==> src/tm16_cfg.svh <==
// constants of the 16-bit timer front end: offsets, field positions, reset values
//
// Overview of operation
// writing one resets the shared prescaler
// prescaler reset bit self-clears, reads zero
// clock select picks clock, tap, or pin
// no clock selected means no counting
// compares run always, match sets flag
// four flag bits, each gated by mask
// edge captures counter, optional noise filter
// bottom flagged when counter equals zero
// max flagged when counter all ones
// mode selects top: fixed, compare a, capture
// compare a top buffered, no output a
// one shared high-byte temporary register
// low write loads full word at once
// low read latches high byte into temp
// compare reads bypass the temporary register
// software orders high/low bytes correctly
// software blocks interrupts around byte pairs
// control registers are plain byte registers
// force strobes in a, mode bit3 in b
// cpu counter write beats count or clear
// prescaler reset acts on next edge
`ifndef TM16_CFG_SVH
`define TM16_CFG_SVH

// register offsets on the 4-bit io address
`define TM16_ADDR_SFIO 4'h0
`define TM16_ADDR_CTL_A 4'h1
`define TM16_ADDR_CTL_B 4'h2
`define TM16_ADDR_CNT_L 4'h3
`define TM16_ADDR_CNT_H 4'h4
`define TM16_ADDR_OCA_L 4'h5
`define TM16_ADDR_OCA_H 4'h6
`define TM16_ADDR_OCB_L 4'h7
`define TM16_ADDR_OCB_H 4'h8
`define TM16_ADDR_CAP_L 4'h9
`define TM16_ADDR_CAP_H 4'ha
`define TM16_ADDR_FLAG 4'hb
`define TM16_ADDR_MASK 4'hc

// field positions
`define TM16_SFIO_PSR 0
`define TM16_CA_FOCA 3
`define TM16_CA_FOCB 2
`define TM16_CB_NOISE 7
`define TM16_CB_EDGE 6
`define TM16_FLAG_LSB 2
// control a keeps com a (7:6), com b (5:4), mode bits 1:0
`define TM16_CA_KEEP 8'hf3
// control b keeps noise, edge, mode bits 3:2 (4:3), clock select (2:0)
`define TM16_CB_KEEP 8'hdf

// reset values
`define TM16_RST_BYTE 8'h00
`define TM16_RST_WORD 16'h0000

// counter landmarks
`define TM16_BOTTOM 16'h0000
`define TM16_MAX 16'hffff
`define TM16_TOP_8 16'h00ff
`define TM16_TOP_9 16'h01ff
`define TM16_TOP_10 16'h03ff

// prescaler
`define TM16_PRE_W 10
`define TM16_PRE_RST 10'h000
`define TM16_NOISE_N 4

`endif

==> src/tm16_pkg.sv <==
// types of the 16-bit timer front end
package tm16_pkg;
	typedef logic [7:0] tm16_byte_t;
	typedef logic [15:0] tm16_word_t;
	typedef enum logic [5:0] {
		TM16_TOP_MAX = 6'h01,
		TM16_TOP_FF = 6'h02,
		TM16_TOP_1FF = 6'h04,
		TM16_TOP_3FF = 6'h08,
		TM16_TOP_OCA = 6'h10,
		TM16_TOP_CAP = 6'h20
	} tm16_top_t;
endpackage

==> src/tm16_tclk_if.sv <==
// timer clock path between the timer core, the prescaler and clock select
`timescale 1ns/1ps
interface tm16_tclk_if;
	logic psr;
	logic [3:0] taps;
	logic [2:0] cs;
	logic ext_pin;
	logic tick;
	modport pre (input psr, output taps);
	modport sel (input taps, input cs, input ext_pin, output tick);
	modport core (output psr, output cs, output ext_pin, input tick);
endinterface

==> src/tm16_clksel.sv <==
// clock select: direct, prescaler tap or synchronised pin edge
`timescale 1ns/1ps
`include "tm16_cfg.svh"
module tm16_clksel import tm16_pkg::*; (
	// clock and reset
	input wire logic clk_in,
	input wire logic rst_n_in,
	// clock path
	tm16_tclk_if.sel bus
);
	logic s1_r, s2_r, prev_r;
	logic s1_nxt, s2_nxt, prev_nxt;

	always_comb begin
		s1_nxt = bus.ext_pin;
		s2_nxt = s1_r;
		prev_nxt = s2_r;
	end

	always_ff @(posedge clk_in) begin
		if (!rst_n_in) begin
			s1_r <= 1'b0;
			s2_r <= 1'b0;
			prev_r <= 1'b0;
		end else begin
			s1_r <= s1_nxt;
			s2_r <= s2_nxt;
			prev_r <= prev_nxt;
		end
	end

	always_comb begin
		case (bus.cs)
			3'h0: bus.tick = 1'b0;
			3'h1: bus.tick = 1'b1;
			3'h2: bus.tick = bus.taps[0];
			3'h3: bus.tick = bus.taps[1];
			3'h4: bus.tick = bus.taps[2];
			3'h5: bus.tick = bus.taps[3];
			3'h6: bus.tick = prev_r & ~s2_r;
			3'h7: bus.tick = ~prev_r & s2_r;
			default: bus.tick = 1'b0;
		endcase
	end
endmodule

==> src/tm16_prescaler.sv <==
// free-running shared prescaler with /8 /64 /256 /1024 taps
`timescale 1ns/1ps
`include "tm16_cfg.svh"
module tm16_prescaler import tm16_pkg::*; (
	// clock and reset
	input wire logic clk_in,
	input wire logic rst_n_in,
	// clock path
	tm16_tclk_if.pre bus
);
	logic [`TM16_PRE_W-1:0] cnt_r;
	logic [`TM16_PRE_W-1:0] cnt_nxt;

	always_comb begin
		cnt_nxt = bus.psr ? `TM16_PRE_RST : cnt_r + 10'h001;
	end

	always_ff @(posedge clk_in) begin
		if (!rst_n_in) begin
			cnt_r <= `TM16_PRE_RST;
		end else begin
			cnt_r <= cnt_nxt;
		end
	end

	// tap pulses when the low bits roll over
	assign bus.taps[0] = &cnt_r[2:0];
	assign bus.taps[1] = &cnt_r[5:0];
	assign bus.taps[2] = &cnt_r[7:0];
	assign bus.taps[3] = &cnt_r[9:0];
endmodule

==> src/tm16_timer16.sv <==
// 16-bit timer core: byte register file, counter, compare, capture and flags
`timescale 1ns/1ps
`include "tm16_cfg.svh"
module tm16_timer16 import tm16_pkg::*; (
	// clock and reset
	input wire logic clk_in,
	input wire logic rst_n_in,
	// cpu io bus
	input wire logic [3:0] io_addr_in,
	input wire logic io_rd_in,
	input wire logic io_wr_in,
	input wire logic [7:0] io_wdata_in,
	output logic [7:0] io_rdata_out,
	// pins
	input wire logic external_count_pin_in,
	input wire logic capture_pin_in,
	input wire logic comparator_in,
	input wire logic capture_from_comparator_in,
	output logic waveform_out_a_out,
	output logic waveform_out_b_out,
	// interrupt requests
	output logic overflow_irq_out,
	output logic compare_a_irq_out,
	output logic compare_b_irq_out,
	output logic capture_irq_out,
	// status
	output logic bottom_out,
	output logic max_out,
	output logic timer_clock_enable_out
);
	tm16_tclk_if tclk();

	tm16_prescaler u_pre (
		.clk_in(clk_in),
		.rst_n_in(rst_n_in),
		.bus(tclk)
	);

	tm16_clksel u_sel (
		.clk_in(clk_in),
		.rst_n_in(rst_n_in),
		.bus(tclk)
	);

	////////////////////////////////////////////////////////////////////////////
	// state

	tm16_byte_t ctl_a_r, ctl_a_nxt;
	tm16_byte_t ctl_b_r, ctl_b_nxt;
	tm16_byte_t temp_r, temp_nxt;
	tm16_byte_t rdata_r, rdata_nxt;
	tm16_word_t cnt_r, cnt_nxt;
	tm16_word_t oca_buf_r, oca_buf_nxt;
	tm16_word_t oca_r, oca_nxt;
	tm16_word_t ocb_buf_r, ocb_buf_nxt;
	tm16_word_t ocb_r, ocb_nxt;
	tm16_word_t cap_r, cap_nxt;
	logic [3:0] flag_r, flag_nxt;
	logic [3:0] mask_r, mask_nxt;
	logic [3:0] irq_r, irq_nxt;
	logic [1:0] sync1_r, sync1_nxt;
	logic [1:0] sync2_r, sync2_nxt;
	logic [`TM16_NOISE_N-1:0] hist_r, hist_nxt;
	logic filt_r, filt_nxt;
	logic lvl_prev_r, lvl_prev_nxt;
	logic wave_a_r, wave_a_nxt;
	logic wave_b_r, wave_b_nxt;
	logic bottom_r, bottom_nxt;
	logic max_r, max_nxt;
	logic tick_r, tick_nxt;

	////////////////////////////////////////////////////////////////////////////
	// decode

	logic [3:0] mode;
	logic pwm;
	tm16_top_t top_sel;
	tm16_word_t top_val;
	logic wr_ev, rd_ev;
	logic at_top, at_max;
	logic ovf_ev, match_a, match_b, cap_ev;
	logic lvl, lvl_use;
	logic force_a, force_b;
	logic [3:0] flag_set, flag_clr;

	assign mode = {ctl_b_r[4:3], ctl_a_r[1:0]};
	assign wr_ev = io_wr_in;
	assign rd_ev = io_rd_in;

	// clock path hookups; the reset pulse reaches the prescaler in the write cycle
	assign tclk.psr = wr_ev && (io_addr_in == `TM16_ADDR_SFIO)
		&& io_wdata_in[`TM16_SFIO_PSR];
	assign tclk.cs = ctl_b_r[2:0];
	assign tclk.ext_pin = external_count_pin_in;

	always_comb begin
		case (mode)
			4'h1, 4'h5: top_sel = TM16_TOP_FF;
			4'h2, 4'h6: top_sel = TM16_TOP_1FF;
			4'h3, 4'h7: top_sel = TM16_TOP_3FF;
			4'h4, 4'h9, 4'hb, 4'hf: top_sel = TM16_TOP_OCA;
			4'h8, 4'ha, 4'hc, 4'he: top_sel = TM16_TOP_CAP;
			default: top_sel = TM16_TOP_MAX;
		endcase
	end

	always_comb begin
		case (top_sel)
			TM16_TOP_FF: top_val = `TM16_TOP_8;
			TM16_TOP_1FF: top_val = `TM16_TOP_9;
			TM16_TOP_3FF: top_val = `TM16_TOP_10;
			TM16_TOP_OCA: top_val = oca_r;
			TM16_TOP_CAP: top_val = cap_r;
			default: top_val = `TM16_MAX;
		endcase
	end

	// normal, the two clear-on-match modes and mode 13 update compares directly
	assign pwm = !(mode == 4'h0 || mode == 4'h4 || mode == 4'hc || mode == 4'hd);
	assign at_top = (cnt_r == top_val);
	assign at_max = (cnt_r == `TM16_MAX);
	assign ovf_ev = tclk.tick && (pwm ? at_top : at_max);
	assign match_a = tclk.tick && (cnt_r == oca_r);
	assign match_b = tclk.tick && (cnt_r == ocb_r);
	assign force_a = wr_ev && (io_addr_in == `TM16_ADDR_CTL_A)
		&& io_wdata_in[`TM16_CA_FOCA] && !pwm;
	assign force_b = wr_ev && (io_addr_in == `TM16_ADDR_CTL_A)
		&& io_wdata_in[`TM16_CA_FOCB] && !pwm;

	// capture trigger: pick source after synchronising, then optional filter
	assign lvl = capture_from_comparator_in ? sync2_r[1] : sync2_r[0];
	assign lvl_use = ctl_b_r[`TM16_CB_NOISE] ? filt_r : lvl;
	// capture register is the top in those modes, so edges do not overwrite it
	assign cap_ev = (lvl_use != lvl_prev_r) && (lvl_use == ctl_b_r[`TM16_CB_EDGE])
		&& (top_sel != TM16_TOP_CAP);

	// compare output action for the com field
	function automatic logic wave_act(input logic cur, input logic [1:0] com);
		case (com)
			2'h1: wave_act = ~cur;
			2'h2: wave_act = 1'b0;
			2'h3: wave_act = 1'b1;
			default: wave_act = cur;
		endcase
	endfunction

	////////////////////////////////////////////////////////////////////////////
	// next-state logic

	always_comb begin
		ctl_a_nxt = ctl_a_r;
		ctl_b_nxt = ctl_b_r;
		temp_nxt = temp_r;
		rdata_nxt = rdata_r;
		cnt_nxt = cnt_r;
		oca_buf_nxt = oca_buf_r;
		oca_nxt = oca_r;
		ocb_buf_nxt = ocb_buf_r;
		ocb_nxt = ocb_r;
		cap_nxt = cap_r;
		mask_nxt = mask_r;
		flag_clr = 4'h0;
		wave_a_nxt = wave_a_r;
		wave_b_nxt = wave_b_r;

		// counting; wraps at top, a cpu write below overrides it
		if (tclk.tick) begin
			cnt_nxt = at_top ? `TM16_BOTTOM : cnt_r + 16'h0001;
		end

		// buffered compares load at top in pwm modes
		if (pwm && tclk.tick && at_top) begin
			oca_nxt = oca_buf_r;
			ocb_nxt = ocb_buf_r;
		end

		if (cap_ev) begin
			cap_nxt = cnt_r;
		end

		// waveform outputs; channel a is silent when it holds the top in pwm modes
		if ((match_a || force_a) && !(pwm && top_sel == TM16_TOP_OCA)) begin
			wave_a_nxt = wave_act(wave_a_r, ctl_a_r[7:6]);
		end
		if (match_b || force_b) begin
			wave_b_nxt = wave_act(wave_b_r, ctl_a_r[5:4]);
		end

		// cpu writes
		if (wr_ev) begin
			case (io_addr_in)
				`TM16_ADDR_CTL_A: ctl_a_nxt = io_wdata_in & `TM16_CA_KEEP;
				`TM16_ADDR_CTL_B: ctl_b_nxt = io_wdata_in & `TM16_CB_KEEP;
				`TM16_ADDR_CNT_H, `TM16_ADDR_OCA_H, `TM16_ADDR_OCB_H,
				`TM16_ADDR_CAP_H: temp_nxt = io_wdata_in;
				`TM16_ADDR_CNT_L: cnt_nxt = {temp_r, io_wdata_in};
				`TM16_ADDR_OCA_L: begin
					oca_buf_nxt = {temp_r, io_wdata_in};
					if (!pwm) begin
						oca_nxt = {temp_r, io_wdata_in};
					end
				end
				`TM16_ADDR_OCB_L: begin
					ocb_buf_nxt = {temp_r, io_wdata_in};
					if (!pwm) begin
						ocb_nxt = {temp_r, io_wdata_in};
					end
				end
				`TM16_ADDR_CAP_L: begin
					// writable only where it defines the top
					if (top_sel == TM16_TOP_CAP) begin
						cap_nxt = {temp_r, io_wdata_in};
					end
				end
				`TM16_ADDR_FLAG: flag_clr = io_wdata_in[`TM16_FLAG_LSB +: 4];
				`TM16_ADDR_MASK: mask_nxt = io_wdata_in[`TM16_FLAG_LSB +: 4];
				default: ;
			endcase
		end

		// cpu reads, answered from a register one cycle later
		if (rd_ev) begin
			case (io_addr_in)
				`TM16_ADDR_SFIO: rdata_nxt = `TM16_RST_BYTE;
				`TM16_ADDR_CTL_A: rdata_nxt = ctl_a_r;
				`TM16_ADDR_CTL_B: rdata_nxt = ctl_b_r;
				`TM16_ADDR_CNT_L: begin
					rdata_nxt = cnt_r[7:0];
					temp_nxt = cnt_r[15:8];
				end
				`TM16_ADDR_CAP_L: begin
					rdata_nxt = cap_r[7:0];
					temp_nxt = cap_r[15:8];
				end
				`TM16_ADDR_CNT_H, `TM16_ADDR_CAP_H: rdata_nxt = temp_r;
				`TM16_ADDR_OCA_L: rdata_nxt = oca_buf_r[7:0];
				`TM16_ADDR_OCA_H: rdata_nxt = oca_buf_r[15:8];
				`TM16_ADDR_OCB_L: rdata_nxt = ocb_buf_r[7:0];
				`TM16_ADDR_OCB_H: rdata_nxt = ocb_buf_r[15:8];
				`TM16_ADDR_FLAG: rdata_nxt = {2'h0, flag_r, 2'h0};
				`TM16_ADDR_MASK: rdata_nxt = {2'h0, mask_r, 2'h0};
				default: rdata_nxt = `TM16_RST_BYTE;
			endcase
		end
	end

	// flags: a new event wins over a clear in the same cycle
	always_comb begin
		flag_set = {cap_ev, match_a, match_b, ovf_ev};
		flag_nxt = (flag_r & ~flag_clr) | flag_set;
		irq_nxt = flag_nxt & mask_nxt;
	end

	// capture synchronisers and noise filter
	always_comb begin
		sync1_nxt = {comparator_in, capture_pin_in};
		sync2_nxt = sync1_r;
		hist_nxt = {hist_r[`TM16_NOISE_N-2:0], lvl};
		filt_nxt = filt_r;
		// filter follows only after a run of equal samples
		if (&hist_r) begin
			filt_nxt = 1'b1;
		end else if (~|hist_r) begin
			filt_nxt = 1'b0;
		end
		lvl_prev_nxt = lvl_use;
	end

	// status outputs track the next counter value so they line up with it
	always_comb begin
		bottom_nxt = (cnt_nxt == `TM16_BOTTOM);
		max_nxt = (cnt_nxt == `TM16_MAX);
		tick_nxt = tclk.tick;
	end

	////////////////////////////////////////////////////////////////////////////
	// registers

	always_ff @(posedge clk_in) begin
		if (!rst_n_in) begin
			ctl_a_r <= `TM16_RST_BYTE;
			ctl_b_r <= `TM16_RST_BYTE;
			temp_r <= `TM16_RST_BYTE;
			rdata_r <= `TM16_RST_BYTE;
			cnt_r <= `TM16_RST_WORD;
			oca_buf_r <= `TM16_RST_WORD;
			oca_r <= `TM16_RST_WORD;
			ocb_buf_r <= `TM16_RST_WORD;
			ocb_r <= `TM16_RST_WORD;
			cap_r <= `TM16_RST_WORD;
			flag_r <= 4'h0;
			mask_r <= 4'h0;
			irq_r <= 4'h0;
			wave_a_r <= 1'b0;
			wave_b_r <= 1'b0;
		end else begin
			ctl_a_r <= ctl_a_nxt;
			ctl_b_r <= ctl_b_nxt;
			temp_r <= temp_nxt;
			rdata_r <= rdata_nxt;
			cnt_r <= cnt_nxt;
			oca_buf_r <= oca_buf_nxt;
			oca_r <= oca_nxt;
			ocb_buf_r <= ocb_buf_nxt;
			ocb_r <= ocb_nxt;
			cap_r <= cap_nxt;
			flag_r <= flag_nxt;
			mask_r <= mask_nxt;
			irq_r <= irq_nxt;
			wave_a_r <= wave_a_nxt;
			wave_b_r <= wave_b_nxt;
		end
	end

	always_ff @(posedge clk_in) begin
		if (!rst_n_in) begin
			sync1_r <= 2'h0;
			sync2_r <= 2'h0;
			hist_r <= 4'h0;
			filt_r <= 1'b0;
			lvl_prev_r <= 1'b0;
			bottom_r <= 1'b1;
			max_r <= 1'b0;
			tick_r <= 1'b0;
		end else begin
			sync1_r <= sync1_nxt;
			sync2_r <= sync2_nxt;
			hist_r <= hist_nxt;
			filt_r <= filt_nxt;
			lvl_prev_r <= lvl_prev_nxt;
			bottom_r <= bottom_nxt;
			max_r <= max_nxt;
			tick_r <= tick_nxt;
		end
	end

	////////////////////////////////////////////////////////////////////////////
	// outputs

	assign io_rdata_out = rdata_r;
	assign waveform_out_a_out = wave_a_r;
	assign waveform_out_b_out = wave_b_r;
	assign overflow_irq_out = irq_r[0];
	assign compare_b_irq_out = irq_r[1];
	assign compare_a_irq_out = irq_r[2];
	assign capture_irq_out = irq_r[3];
	assign bottom_out = bottom_r;
	assign max_out = max_r;
	assign timer_clock_enable_out = tick_r;
endmodule

==> config.mk <==
export PLATFORM = sky130hd
export DESIGN_NAME = tm16_timer16
export DESIGN_NICKNAME = d
export VERILOG_FILES = /design/src/tm16_pkg.sv /design/src/tm16_tclk_if.sv /design/src/tm16_clksel.sv /design/src/tm16_prescaler.sv /design/src/tm16_timer16.sv
export VERILOG_INCLUDE_DIRS = /design/src
export SDC_FILE = /design/constraint.sdc
export NUM_CORES = 1
export LEC_CHECK = 0
export ABC_AREA = 1
export BUFFER_PORTS_ARGS = -buffer_cell sky130_fd_sc_hd__clkbuf_2
export CORE_MARGIN = 2
export CORE_UTILIZATION = 30
export DETAILED_ROUTE_END_ITERATION = 8
export SLEW_MARGIN = 10
export SYNTH_ARGS = -nofsm -noshare
export SYNTH_HDL_FRONTEND = slang
export SYNTH_HIERARCHICAL = 1
export SYNTH_SLANG_ARGS = --single-unit
==> constraint.sdc <==
create_clock -name clk_in -period 5.5 [get_ports clk_in]
set_input_delay 1.375 -clock clk_in [delete_from_list [all_inputs] [get_ports clk_in]]
set_output_delay 1.375 -clock clk_in [all_outputs]
set_load 0.1 [all_outputs]
* Yosys cells after proc, flatten, opt, wreduce, memory -nomap -nowiden *
Memory sizes are Yosys's and may differ from the RTL's.
Cells that the tools add are included.

word-level totals
  register bits = 165
  bits in read-only memories = 96
  input bits = 20
  output and inout port bits = 17
  word-level logic and storage cells = 161
  memories kept = 1

memory list
  name              words  width  read ports  clocked after Yosys merged registers in  write ports  RTL line            source
  (name not given)  16     6      1           0                                        0            tm16_timer16.sv:97  case (mode)

cells by class
  add/subtract/negate cells = 2
  equality and inequality tests = 42
  multiplexer cells = 34
  bitwise operators = 11
  reduce and logical (&&, ||, !) cells = 44

operator list
  operator                                                               count
  16-bit 2-to-1 mux                                                      16
  8-bit one-hot mux with 11 select lines                                 1
  16-bit one-hot mux with 5 select lines                                 1
  16-bit equality test                                                   3
  16-bit equality test, second input constant                            2
  4-bit equality test, second input constant                             7
  8-bit 2-to-1 mux                                                       3
  4-bit by 3-bit equality test with 1-bit output, second input constant  5
  16-bit by 1-bit adder with 16-bit output, second input constant        1
  1-bit logical AND                                                      16
  16-bit logical NOT                                                     1
  4-bit 2-to-1 mux                                                       4
  8-bit one-hot mux with 2 select lines                                  1
  3-bit equality test, second input constant                             4
  2-bit AND reduction                                                    6
  10-bit by 1-bit adder with 10-bit output, second input constant        1
  10-bit AND reduction                                                   1
  4-bit bitwise AND                                                      2
  2-bit equality test, second input constant                             4
  4-bit by 2-bit equality test with 1-bit output, second input constant  2
  4-bit logical NOT                                                      2
  1-bit one-hot mux with 8 select lines                                  1
  8-bit AND reduction                                                    1
  4-bit OR reduction                                                     2
  other kinds (27)                                                       46

* Logic depth before layout (Yosys ltp) *
Gate-level depths: netlist of the first run.

  depth after elaboration = 11
  gate-level depth with buffers = 27
  depth with buffers taken out = 26

* Hierarchy *
Netlist of the first run, hierarchy kept.

modules (own cells, without submodules)
  module          instances  cells each  area an instance (um^2)  sequential area each (um^2)
  tm16_timer16    1          1229        8012.7                   3042.9
  tm16_prescaler  1          66          480.5                    200.2
  tm16_clksel     1          32          180.2                    60.1

* Worst setup path before layout of the first run *
No wires, ideal clock.

  kind = input to register
  start point = in io_addr_in[2]
  end point = reg bottom_r (netlist: bottom_out)
  setup time = 0.061 ns
  arrival = 3.043 ns
  data required time = 5.439 ns
  path slack = 2.396 ns
  stages on the path = 16
  path buffers = 1
  cells stage by stage = nor2_1 > inv_1 > nor2_1 > inv_1 > nor2_1 > inv_1 > clkbuf_1 > o21ai_0 > a21oi_1 > nand2_1 > nand2_1 > nor2_1 > nand2_1 > nor2_1 > nand2_1 > nand2_1

on the way
  longest elaborated chain between the ends = 4

ends and longest elaborated chain
  element                                         RTL line             source
  from (decl)                                     tm16_timer16.sv:9    input wire logic [3:0] io_addr_in,
  4-bit by 2-bit equality test with 1-bit output  tm16_timer16.sv:191  case (io_addr_in)
  16-bit 2-to-1 mux                               tm16_timer16.sv:191
  16-bit 2-to-1 mux                               tm16_timer16.sv:190  if (wr_ev) begin
  16-bit logical NOT (no source line)             n/a
  to (signal assigned)                            tm16_timer16.sv:331  bottom_r <= bottom_nxt;
  to (decl)                                       tm16_timer16.sv:68   logic bottom_r, bottom_nxt;

No other way between the ends.
A chain may end at the register's enable or synchronous reset.

* Final worst setup path of the first run *
  start point = reg ctl_b_r[4]
  end point = reg oca_r[8]

on the way
  longest elaborated chain between the ends = 11
  elaborated cells between the ends (all ways) = 22
  classes of those cells = eq/ne (9); mux (5); reduce/logical (7); memory (1)

ends and longest elaborated chain
  element                                                                          RTL line             source
  from (decl)                                                                      tm16_timer16.sv:49   tm16_byte_t ctl_b_r, ctl_b_nxt;
  from (signal assigned)                                                           tm16_timer16.sv:282  ctl_b_r <= `TM16_RST_BYTE;
  from (signal assigned)                                                           tm16_timer16.sv:298  ctl_b_r <= ctl_b_nxt;
  parallel branches: the longest is 10 deep, another holds memory read 16 x 6 bit  n/a
  16-bit 2-to-1 mux (*)                                                            tm16_timer16.sv:190
  to (signal assigned)                                                             tm16_timer16.sv:287  oca_r <= `TM16_RST_WORD;
  to (signal assigned)                                                             tm16_timer16.sv:303  oca_r <= oca_nxt;
  to (decl)                                                                        tm16_timer16.sv:54   tm16_word_t oca_r, oca_nxt;

Every way passes the cells marked *.

==> impl_results.html, run 1 <==
<table>
<tr><th>Metric</th><th>Value</th></tr>
<tr><th colspan="2">Routing</th></tr>
<tr><td>DRC violations left</td><td>0</td></tr>
<tr><td>Routed wire per std cell</td><td>18.06 um</td></tr>
<tr><td>Antenna viol nets, final</td><td>0</td></tr>
<tr><td>Routed wire length</td><td>31.41 mm</td></tr>
<tr><td>Drt initial violations</td><td>1042</td></tr>
<tr><td>Vias per Instance</td><td>5.223</td></tr>
<tr><td>Pre-Repair DR Iteration Count</td><td>7</td></tr>
<tr><td>Via total after detailed routing</td><td>9083</td></tr>
<tr><th colspan="2">Timing</th></tr>
<tr><td>Setup repair after global routing missed its margin</td><td>no</td></tr>
<tr><td>Pins Over Slew Limit</td><td>0</td></tr>
<tr><td>Final hold violation count</td><td>0</td></tr>
<tr><td>Setup ws final</td><td>1707 ps</td></tr>
<tr><td>Share of the clock period used by the worst path after layout</td><td>68.96%</td></tr>
<tr><td>Achievable clock frequency</td><td>0.2636 GHz</td></tr>
<tr><td>Worst-case clock skew</td><td>16.86 ps</td></tr>
<tr><td>Slew at the pin with the worst max-slew slack</td><td>1030 ps</td></tr>
<tr><td>Relative max-transition margin</td><td>31.18%</td></tr>
<tr><td>Final setup fails</td><td>0</td></tr>
<tr><td>Setup tns final</td><td>0 ps</td></tr>
<tr><td>Period minus WS final</td><td>3793 ps</td></tr>
<tr><th colspan="2">Placed design</th></tr>
<tr><td>DP Worst Slack</td><td>1652 ps</td></tr>
<tr><td>Number of port buffers</td><td>36</td></tr>
<tr><td>Half-perimeter wire length of the detailed placement result</td><td>22.64 mm</td></tr>
<tr><td>Placer Congestion</td><td>0.9880</td></tr>
<tr><th colspan="2">Clock network</th></tr>
<tr><td>Quantity of gates resized following cts</td><td>0</td></tr>
<tr><td>Clock insertion delay at the later pin of the skew report</td><td>450 ps</td></tr>
<tr><td>Maximum buffer depth of the clock tree</td><td>2</td></tr>
<tr><td>Number of buffers inserted by hold repair at cts</td><td>0</td></tr>
<tr><td>CTS buffer count</td><td>17</td></tr>
<tr><td>Clock Sinks</td><td>165</td></tr>
<tr><td>Setup Buffers After CTS</td><td>0</td></tr>
<tr><td>CTS H-tree lvls</td><td>4</td></tr>
<tr><td>Register clock-pin slew on the reported worst setup and hold paths</td><td>80 ps</td></tr>
<tr><td>Clock root buffer</td><td>sky130_fd_sc_hd__clkbuf_16</td></tr>
<tr><td>TritonCTS clock tree</td><td>done</td></tr>
<tr><th colspan="2">Global route</th></tr>
<tr><td>Initial antenna violation count</td><td>2</td></tr>
<tr><td>Total routing usage reported by global routing</td><td>20.77%</td></tr>
<tr><td>Congestion Overflow GR</td><td>0</td></tr>
<tr><td>Met2 track demand over resource in global routing</td><td>31.64%</td></tr>
<tr><td>GR Layer Usage met1</td><td>28.05%</td></tr>
<tr><td>Maximum number of pins on one net before global-route repair</td><td>67</td></tr>
<tr><td>Number of global-route vias before repair</td><td>8276</td></tr>
<tr><td>Met3 layer usage reported by global route</td><td>4.178%</td></tr>
<tr><td>First-pass GRT wire length</td><td>48.46 mm</td></tr>
<tr><td>Global-route layer with the greatest usage</td><td>met2</td></tr>
<tr><th colspan="2">Synthesis</th></tr>
<tr><td>Dominant register cell in the synthesized netlist</td><td>sky130_fd_sc_hd__dfxtp_1</td></tr>
<tr><td>Synth Area per Inst</td><td>6.536 um2</td></tr>
<tr><td>FFs w/ async S/R, synth</td><td>0%</td></tr>
<tr><td>Netlist area before placement</td><td>8673 um2</td></tr>
<tr><td>EDFF count, synth</td><td>0</td></tr>
<tr><td>#FFs+latches synth</td><td>165</td></tr>
<tr><td>Mapped Nets</td><td>1350</td></tr>
<tr><td>Number of instances in the synthesized netlist</td><td>1327</td></tr>
<tr><td>Count of different cell masters after synthesis</td><td>43</td></tr>
<tr><td>Post-synthesis sequential area ratio</td><td>38.08%</td></tr>
<tr><td>Number of warning messages in the yosys log</td><td>6</td></tr>
<tr><th colspan="2">Finish</th></tr>
<tr><td>Area taken by multi-input logic gates</td><td>4388 um2</td></tr>
<tr><td>Most common library cell in the layout ignoring fill and taps</td><td>sky130_fd_sc_hd__nand2_1</td></tr>
<tr><td>Area occupied by registers</td><td>3303 um2</td></tr>
<tr><td>Synth-to-Final Area Change</td><td>13.55%</td></tr>
<tr><td>Number of filler instances in the final layout</td><td>3181</td></tr>
<tr><td>Top library cells by usage in the layout, fill and taps aside</td><td>320 x sky130_fd_sc_hd__nand2_1, 192 x sky130_fd_sc_hd__inv_1, 165 x sky130_fd_sc_hd__dfxtp_1, 125 x sky130_fd_sc_hd__nor2_1, 121 x sky130_fd_sc_hd__a21oi_1</td></tr>
<tr><td>Fraction of layout instances using a drive strength above 1</td><td>7.675%</td></tr>
<tr><td>Ant diodes</td><td>0</td></tr>
<tr><td># nets final</td><td>1365</td></tr>
<tr><th colspan="2">Floorplanning</th></tr>
<tr><td>Vertical die dimension</td><td>174.0 um</td></tr>
<tr><td>Row count</td><td>62</td></tr>
<tr><td>Number of top-level pins</td><td>37</td></tr>
<tr><td>Total die area</td><td>30290 um2</td></tr>
<tr><td>Die span in x</td><td>174.0 um</td></tr>
<tr><td>Initial standard-cell utilization of the core</td><td>30.38%</td></tr>
<tr><td>Core Footprint</td><td>28550 um2</td></tr>
<tr><th colspan="2">Worst hold path</th></tr>
<tr><td>Worst min path class</td><td>register to register</td></tr>
<tr><td>Count of cells along the worst hold path</td><td>2</td></tr>
<tr><th colspan="2">Power</th></tr>
<tr><td>Power density over cell area</td><td>276.0 nW/um2</td></tr>
<tr><td>Maximum ir drop on the vdd rail</td><td>0.1503 mV</td></tr>
<tr><td>Leakage dissipation</td><td>4.230 nW</td></tr>
<tr><th colspan="2">Critical path</th></tr>
<tr><td>Type of origin of the critical path</td><td>register</td></tr>
<tr><td>Data arrival at the endpoint of the critical path</td><td>4140 ps</td></tr>
<tr><td>Reg2Reg Setup Slack</td><td>1710 ps</td></tr>
<tr><td>Category of the critical setup timing path</td><td>register to register</td></tr>
<tr><td>Setup crit end kind</td><td>register</td></tr>
<tr><td>Req. time, crit path</td><td>5850 ps</td></tr>
<tr><td>Path depth of the worst reg2reg path</td><td>16</td></tr>
<tr><td>Largest driver fanout on the critical path</td><td>43</td></tr>
<tr><th colspan="2">Flow run</th></tr>
<tr><td>Maximum capacitance violations</td><td>0</td></tr>
<tr><th colspan="2">Run status</th></tr>
<tr><td>Result of the run</td><td>complete, no violations</td></tr>
</table>
-- critical path, stage by stage (launching register included) --
cell,delay [ps]
sky130_fd_sc_hd__dfxtp_1,520
sky130_fd_sc_hd__inv_2,120
sky130_fd_sc_hd__nor2_1,520
sky130_fd_sc_hd__nand2_1,120
sky130_fd_sc_hd__nand2_1,90
sky130_fd_sc_hd__nor2_1,50
sky130_fd_sc_hd__nand3_1,80
sky130_fd_sc_hd__nand2_1,60
sky130_fd_sc_hd__nor2_1,110
sky130_fd_sc_hd__nand2_1,70
sky130_fd_sc_hd__nor2_2,160
sky130_fd_sc_hd__nand4_1,780
sky130_fd_sc_hd__buf_4,590
sky130_fd_sc_hd__a21oi_1,200
sky130_fd_sc_hd__o21ai_0,100
sky130_fd_sc_hd__nand2_1,80
sky130_fd_sc_hd__inv_1,30
-- layout make-up --
class	count	share of cell area, %
clock buffer	17	4.320
clock inverter	15	2.071
inverter	201	7.661
multi-input combinational	906	44.56
sequential	165	33.54
tap	384	4.879
timing repair buffer	51	2.973
-- power by group --
| part | total, W | switching, W | internal, W |
|---|---|---|---|
| Sequential | 0.00125 | 0.0000290 | 0.00122 |
| Clock | 0.00124 | 0.000617 | 0.000625 |
| Combinational | 0.000227 | 0.000166 | 0.0000612 |
-- cell families after synthesis --
group           Yosys count  synth area share [%]
fa+ha+maj                 3                0.4328
flops                   165                 38.08
buf+inv                 256                 11.43
simple gates            534                 25.01
compound gates          351                 23.17
xor+xnor                 14                 1.414
mux                       4                0.4616
-- synth_stat cells (5+ instances only) --
cell type | n | area share, %
sky130_fd_sc_hd__nand2_1 | 320 | 14
sky130_fd_sc_hd__a21oi_1 | 121 | 7.0
sky130_fd_sc_hd__o21ai_0 | 114 | 6.6
sky130_fd_sc_hd__nand4_1 | 9 | 0.65
sky130_fd_sc_hd__nand3_1 | 42 | 2.4
sky130_fd_sc_hd__o22ai_1 | 27 | 1.9
sky130_fd_sc_hd__o211ai_1 | 22 | 1.9
sky130_fd_sc_hd__a221oi_1 | 12 | 1.2
sky130_fd_sc_hd__o21ai_1 | 16 | 0.92
sky130_fd_sc_hd__o21a_1 | 12 | 1.0
sky130_fd_sc_hd__o221ai_1 | 6 | 0.61
sky130_fd_sc_hd__buf_2 | 6 | 0.35
sky130_fd_sc_hd__dfxtp_1 | 165 | 38
sky130_fd_sc_hd__nor2_1 | 125 | 5.4
sky130_fd_sc_hd__a211oi_1 | 5 | 0.43
sky130_fd_sc_hd__nor4_1 | 7 | 0.50
sky130_fd_sc_hd__nor2_2 | 5 | 0.36
sky130_fd_sc_hd__inv_1 | 193 | 8.4
sky130_fd_sc_hd__clkbuf_1 | 42 | 1.8
sky130_fd_sc_hd__xnor2_1 | 10 | 1.0
sky130_fd_sc_hd__nor3_1 | 18 | 1.0
sky130_fd_sc_hd__o2111ai_1 | 5 | 0.50
-- flip-flops by register name, summed over array words and instances, names as in the netlist, 6 cells and up --
signal and flops:
u_pre/cnt_r 10, ctl_a_r 6, cnt_r 16, io_rdata_out 8, ocb_r 16, oca_buf_r 16
cap_r 16, ocb_buf_r 16, oca_r 16, ctl_b_r 7, temp_r 8
-- through the flow --
step / total power [W] / cells / instance area, um2 / util [%] / hold slack [ps]
after floorplan: 0.001414 / 1327 / 8673 / - / 390.0
after global placement: 0.001496 / 1707 / 9219 / 32.29 / 395.1
after detailed placement: 0.001497 / 1707 / 9219 / 32.29 / 396.8
after CTS: 0.002731 / 1739 / 9848 / 34.50 / 415.4
after global routing: 0.002809 / 1739 / 9848 / 34.50 / 431.2
final: 0.002718 / 1739 / 9848 / 34.50 / 414.2
-- per-layer routing --
metal,wire length [um],part of all wire [%]
met2,13530,43
met3,3030,9.6
met5,0,0
met4,1455,4.6
met1,13390,43
-- worst paths after layout --
check        startpoint        endpoint
max reg2reg  ctl_b_r[4]        oca_r[8]
min reg2reg  u_sel/s1_r  u_sel/prev_nxt
min          u_sel/s1_r  u_sel/prev_nxt
max          ctl_b_r[4]        oca_r[8]
(Power assumes the default switching activity.)
==> inputs of run 2 (changes only) <==
==> constraint.sdc (replaced) <==
create_clock -name clk_in -period 3.15 [get_ports clk_in]
set_input_delay 0.7875 -clock clk_in [delete_from_list [all_inputs] [get_ports clk_in]]
set_output_delay 0.7875 -clock clk_in [all_outputs]
set_load 0.1 [all_outputs]
==> run 2 against run 1 <==
Against the previous run:
- first-iteration DRC count decreased by 1.2%
- critical path depth unchanged
- global-route usage increased by 0.57 points
- sequential share of layout area decreased by 1.3 points
- clock-buffer cell count increased by 1
- final area increased by 4.0%
- clock power increased by 77%
==> impl_results.html, run 2 (synthesis gave the netlist of run 1 again) <==
<table>
<tr><th>Metric</th><th>Value</th></tr>
<tr><th colspan="2">Global route</th></tr>
<tr><td>Initial antenna violation count</td><td>1</td></tr>
<tr><td>GR Layer Usage met1</td><td>28.46%</td></tr>
<tr><td>First-pass GRT wire length</td><td>49.33 mm</td></tr>
<tr><td>Congestion Overflow GR</td><td>0</td></tr>
<tr><td>Maximum number of pins on one net before global-route repair</td><td>44</td></tr>
<tr><td>Number of global-route vias before repair</td><td>8510</td></tr>
<tr><td>Global-route layer with the greatest usage</td><td>met2</td></tr>
<tr><td>Met3 layer usage reported by global route</td><td>4.287%</td></tr>
<tr><td>Total routing usage reported by global routing</td><td>21.34%</td></tr>
<tr><td>Met2 track demand over resource in global routing</td><td>32.59%</td></tr>
<tr><th colspan="2">Critical path</th></tr>
<tr><td>Data arrival at the endpoint of the critical path</td><td>3340 ps</td></tr>
<tr><td>Type of origin of the critical path</td><td>register</td></tr>
<tr><td>Setup crit end kind</td><td>register</td></tr>
<tr><td>Category of the critical setup timing path</td><td>register to register</td></tr>
<tr><td>Crit path cell chain</td><td>nor2_1 &gt; nand2_1 &gt; nand2_2 &gt; nor2_1 &gt; nand2_1 &gt; nand2_1 &gt; nand2_1 &gt; nor2_1 &gt; nand2_1 &gt; nor2_2 &gt; nand4_1 &gt; buf_12 &gt; nand3_1 &gt; inv_1 &gt; nor3_1 &gt; buf_4</td></tr>
<tr><td>Cell repeated most along the worst path</td><td>sky130_fd_sc_hd__nand2_1</td></tr>
<tr><td>Largest driver fanout on the critical path</td><td>43</td></tr>
<tr><td>Delay-heaviest family, CP</td><td>simple AND/OR/NAND/NOR gates</td></tr>
<tr><td>Maximum cell stage delay along the critical path</td><td>520 ps</td></tr>
<tr><td>Cell with the biggest individual delay on the critical path</td><td>sky130_fd_sc_hd__dfxtp_1</td></tr>
<tr><td>Number of buffers and inverters on the critical path</td><td>3</td></tr>
<tr><td>Req. time, crit path</td><td>3550 ps</td></tr>
<tr><th colspan="2">Routing</th></tr>
<tr><td>Routed wire per std cell</td><td>18.29 um</td></tr>
<tr><td>Via total after detailed routing</td><td>9210</td></tr>
<tr><td>Routed wire length</td><td>32.52 mm</td></tr>
<tr><td>Vias per Instance</td><td>5.180</td></tr>
<tr><td>DRC violations left</td><td>0</td></tr>
<tr><td>Pre-Repair DR Iteration Count</td><td>6</td></tr>
<tr><td>Antenna viol nets, final</td><td>0</td></tr>
<tr><td>Drt initial violations</td><td>1029</td></tr>
<tr><th colspan="2">Clock network</th></tr>
<tr><td>CTS H-tree lvls</td><td>4</td></tr>
<tr><td>Clock Sinks</td><td>165</td></tr>
<tr><td>CTS buffer count</td><td>17</td></tr>
<tr><td>Number of buffers inserted by hold repair at cts</td><td>0</td></tr>
<tr><td>Clock insertion delay at the later pin of the skew report</td><td>450 ps</td></tr>
<tr><td>Maximum buffer depth of the clock tree</td><td>2</td></tr>
<tr><td>TritonCTS clock tree</td><td>done</td></tr>
<tr><td>Clock root buffer</td><td>sky130_fd_sc_hd__clkbuf_16</td></tr>
<tr><td>Register clock-pin slew on the reported worst setup and hold paths</td><td>80 ps</td></tr>
<tr><th colspan="2">Placed design</th></tr>
<tr><td>Placer Congestion</td><td>0.9965</td></tr>
<tr><td>Half-perimeter wire length of the detailed placement result</td><td>23.87 mm</td></tr>
<tr><td>Number of port buffers</td><td>36</td></tr>
<tr><th colspan="2">Power</th></tr>
<tr><td>Total power consumption of the routed design</td><td>0.004803 W</td></tr>
<tr><td>Power density over cell area</td><td>468.9 nW/um2</td></tr>
<tr><td>Maximum ir drop on the vdd rail</td><td>0.2945 mV</td></tr>
<tr><td>Leakage dissipation</td><td>4.446 nW</td></tr>
<tr><th colspan="2">Flow run</th></tr>
<tr><td>Maximum capacitance violations</td><td>0</td></tr>
<tr><th colspan="2">Worst hold path</th></tr>
<tr><td>Worst min path class</td><td>register to register</td></tr>
<tr><th colspan="2">Timing</th></tr>
<tr><td>Final hold violation count</td><td>0</td></tr>
<tr><td>Share of the clock period used by the worst path after layout</td><td>93.29%</td></tr>
<tr><td>Relative max-transition margin</td><td>49.53%</td></tr>
<tr><td>Period minus WS final</td><td>2939 ps</td></tr>
<tr><td>Final setup fails</td><td>0</td></tr>
<tr><td>Achievable clock frequency</td><td>0.3403 GHz</td></tr>
<tr><td>Worst-case clock skew</td><td>13.94 ps</td></tr>
<tr><td>Slew at the pin with the worst max-slew slack</td><td>751.9 ps</td></tr>
<tr><td>Pins Over Slew Limit</td><td>0</td></tr>
<tr><th colspan="2">Floorplanning</th></tr>
<tr><td>Die span in x</td><td>174.0 um</td></tr>
<tr><td>Vertical die dimension</td><td>174.0 um</td></tr>
<tr><td>Core Footprint</td><td>28550 um2</td></tr>
<tr><td>Number of top-level pins</td><td>37</td></tr>
<tr><td>Total die area</td><td>30290 um2</td></tr>
<tr><td>Initial standard-cell utilization of the core</td><td>30.38%</td></tr>
<tr><td>Row count</td><td>62</td></tr>
<tr><th colspan="2">Finish</th></tr>
<tr><td>Top library cells by usage in the layout, fill and taps aside</td><td>314 x sky130_fd_sc_hd__nand2_1, 191 x sky130_fd_sc_hd__inv_1, 163 x sky130_fd_sc_hd__dfxtp_1, 120 x sky130_fd_sc_hd__a21oi_1, 119 x sky130_fd_sc_hd__nor2_1</td></tr>
<tr><td>Synth-to-Final Area Change</td><td>18.12%</td></tr>
<tr><td>Number of filler instances in the final layout</td><td>3139</td></tr>
<tr><td>Most common library cell in the layout ignoring fill and taps</td><td>sky130_fd_sc_hd__nand2_1</td></tr>
<tr><td>Fraction of layout instances using a drive strength above 1</td><td>11.99%</td></tr>
<tr><td>Utilization of the core after routing</td><td>35.89%</td></tr>
<tr><td># nets final</td><td>1403</td></tr>
<tr><th colspan="2">Run status</th></tr>
<tr><td>Result of the run</td><td>complete, no violations</td></tr>
</table>
-- run 2: report_power, final --
part	switching (W)	internal, W
registers	0.0000504	0.00213
clock network	0.00103	0.00116
logic	0.000304	0.000124
-- run 2: metal layers --
layer | share of wire (%) | routed length, um | up-vias
met1 | 43 | 14140 | 4235
met5 | 0 | 0 | -
met3 | 8.9 | 2907 | 91
met4 | 4.6 | 1498 | 0
li1 | - | - | 4444
met2 | 43 | 13980 | 440
-- run 2: repair_timing --
item / CTS / global route
buffers inserted: 0 / 3
endpoints found under the setup margin: 0 / 7
gates resized for setup: 0 / 36
-- run 2: final timing paths --
kind / startpoint / to / slack [ps] / cells past startpoint
worst max-delay path: ctl_a_r[1] / irq_r[0] / 210 / 16
worst min-delay path: u_sel/s1_r / u_sel/prev_nxt / 420 / 2
worst max register to register: ctl_a_r[1] / irq_r[0] / 210 / 16
worst min register to register: u_sel/s1_r / u_sel/prev_nxt / 420 / 2
-- run 2: area by class of cell --
cell class | instances | area (um2) | share of cell area (%)
clock buffer | 18 | 439.2 | 4.287
sequential | 165 | 3306 | 32.27
tap | 384 | 480.5 | 4.690
multi-input combinational | 906 | 4491 | 43.83
clock inverter | 14 | 181.4 | 1.771
timing repair buffer | 89 | 590.6 | 5.765
inverter | 201 | 754.5 | 7.364
antenna | 1 | 2.502 | 0.02443
-- run 2: worst min-delay path, delay by kind of cell, from the launching register on --
kind / cells / cell delay [ps]
buf+inv: 1 / 40
flops: 1 / 310
simple gates: 1 / 50
-- run 2: stage by stage --
stage	cells	instance area [um2]	TNS (ps)	setup WS (ps)	hold WS (ps)
2_1_floorplan	1327	8673	0	308.5	390.0
3_3_place_gp	1742	9494	0	129.9	396.3
3_5_place_dp	1742	9494	0	57.72	399.8
4_1_cts	1774	10110	0	24.41	419.1
6_report	1778	10240	0	211.4	415.8
5_1_grt	1777	10240	-148.7	-78.53	442.7
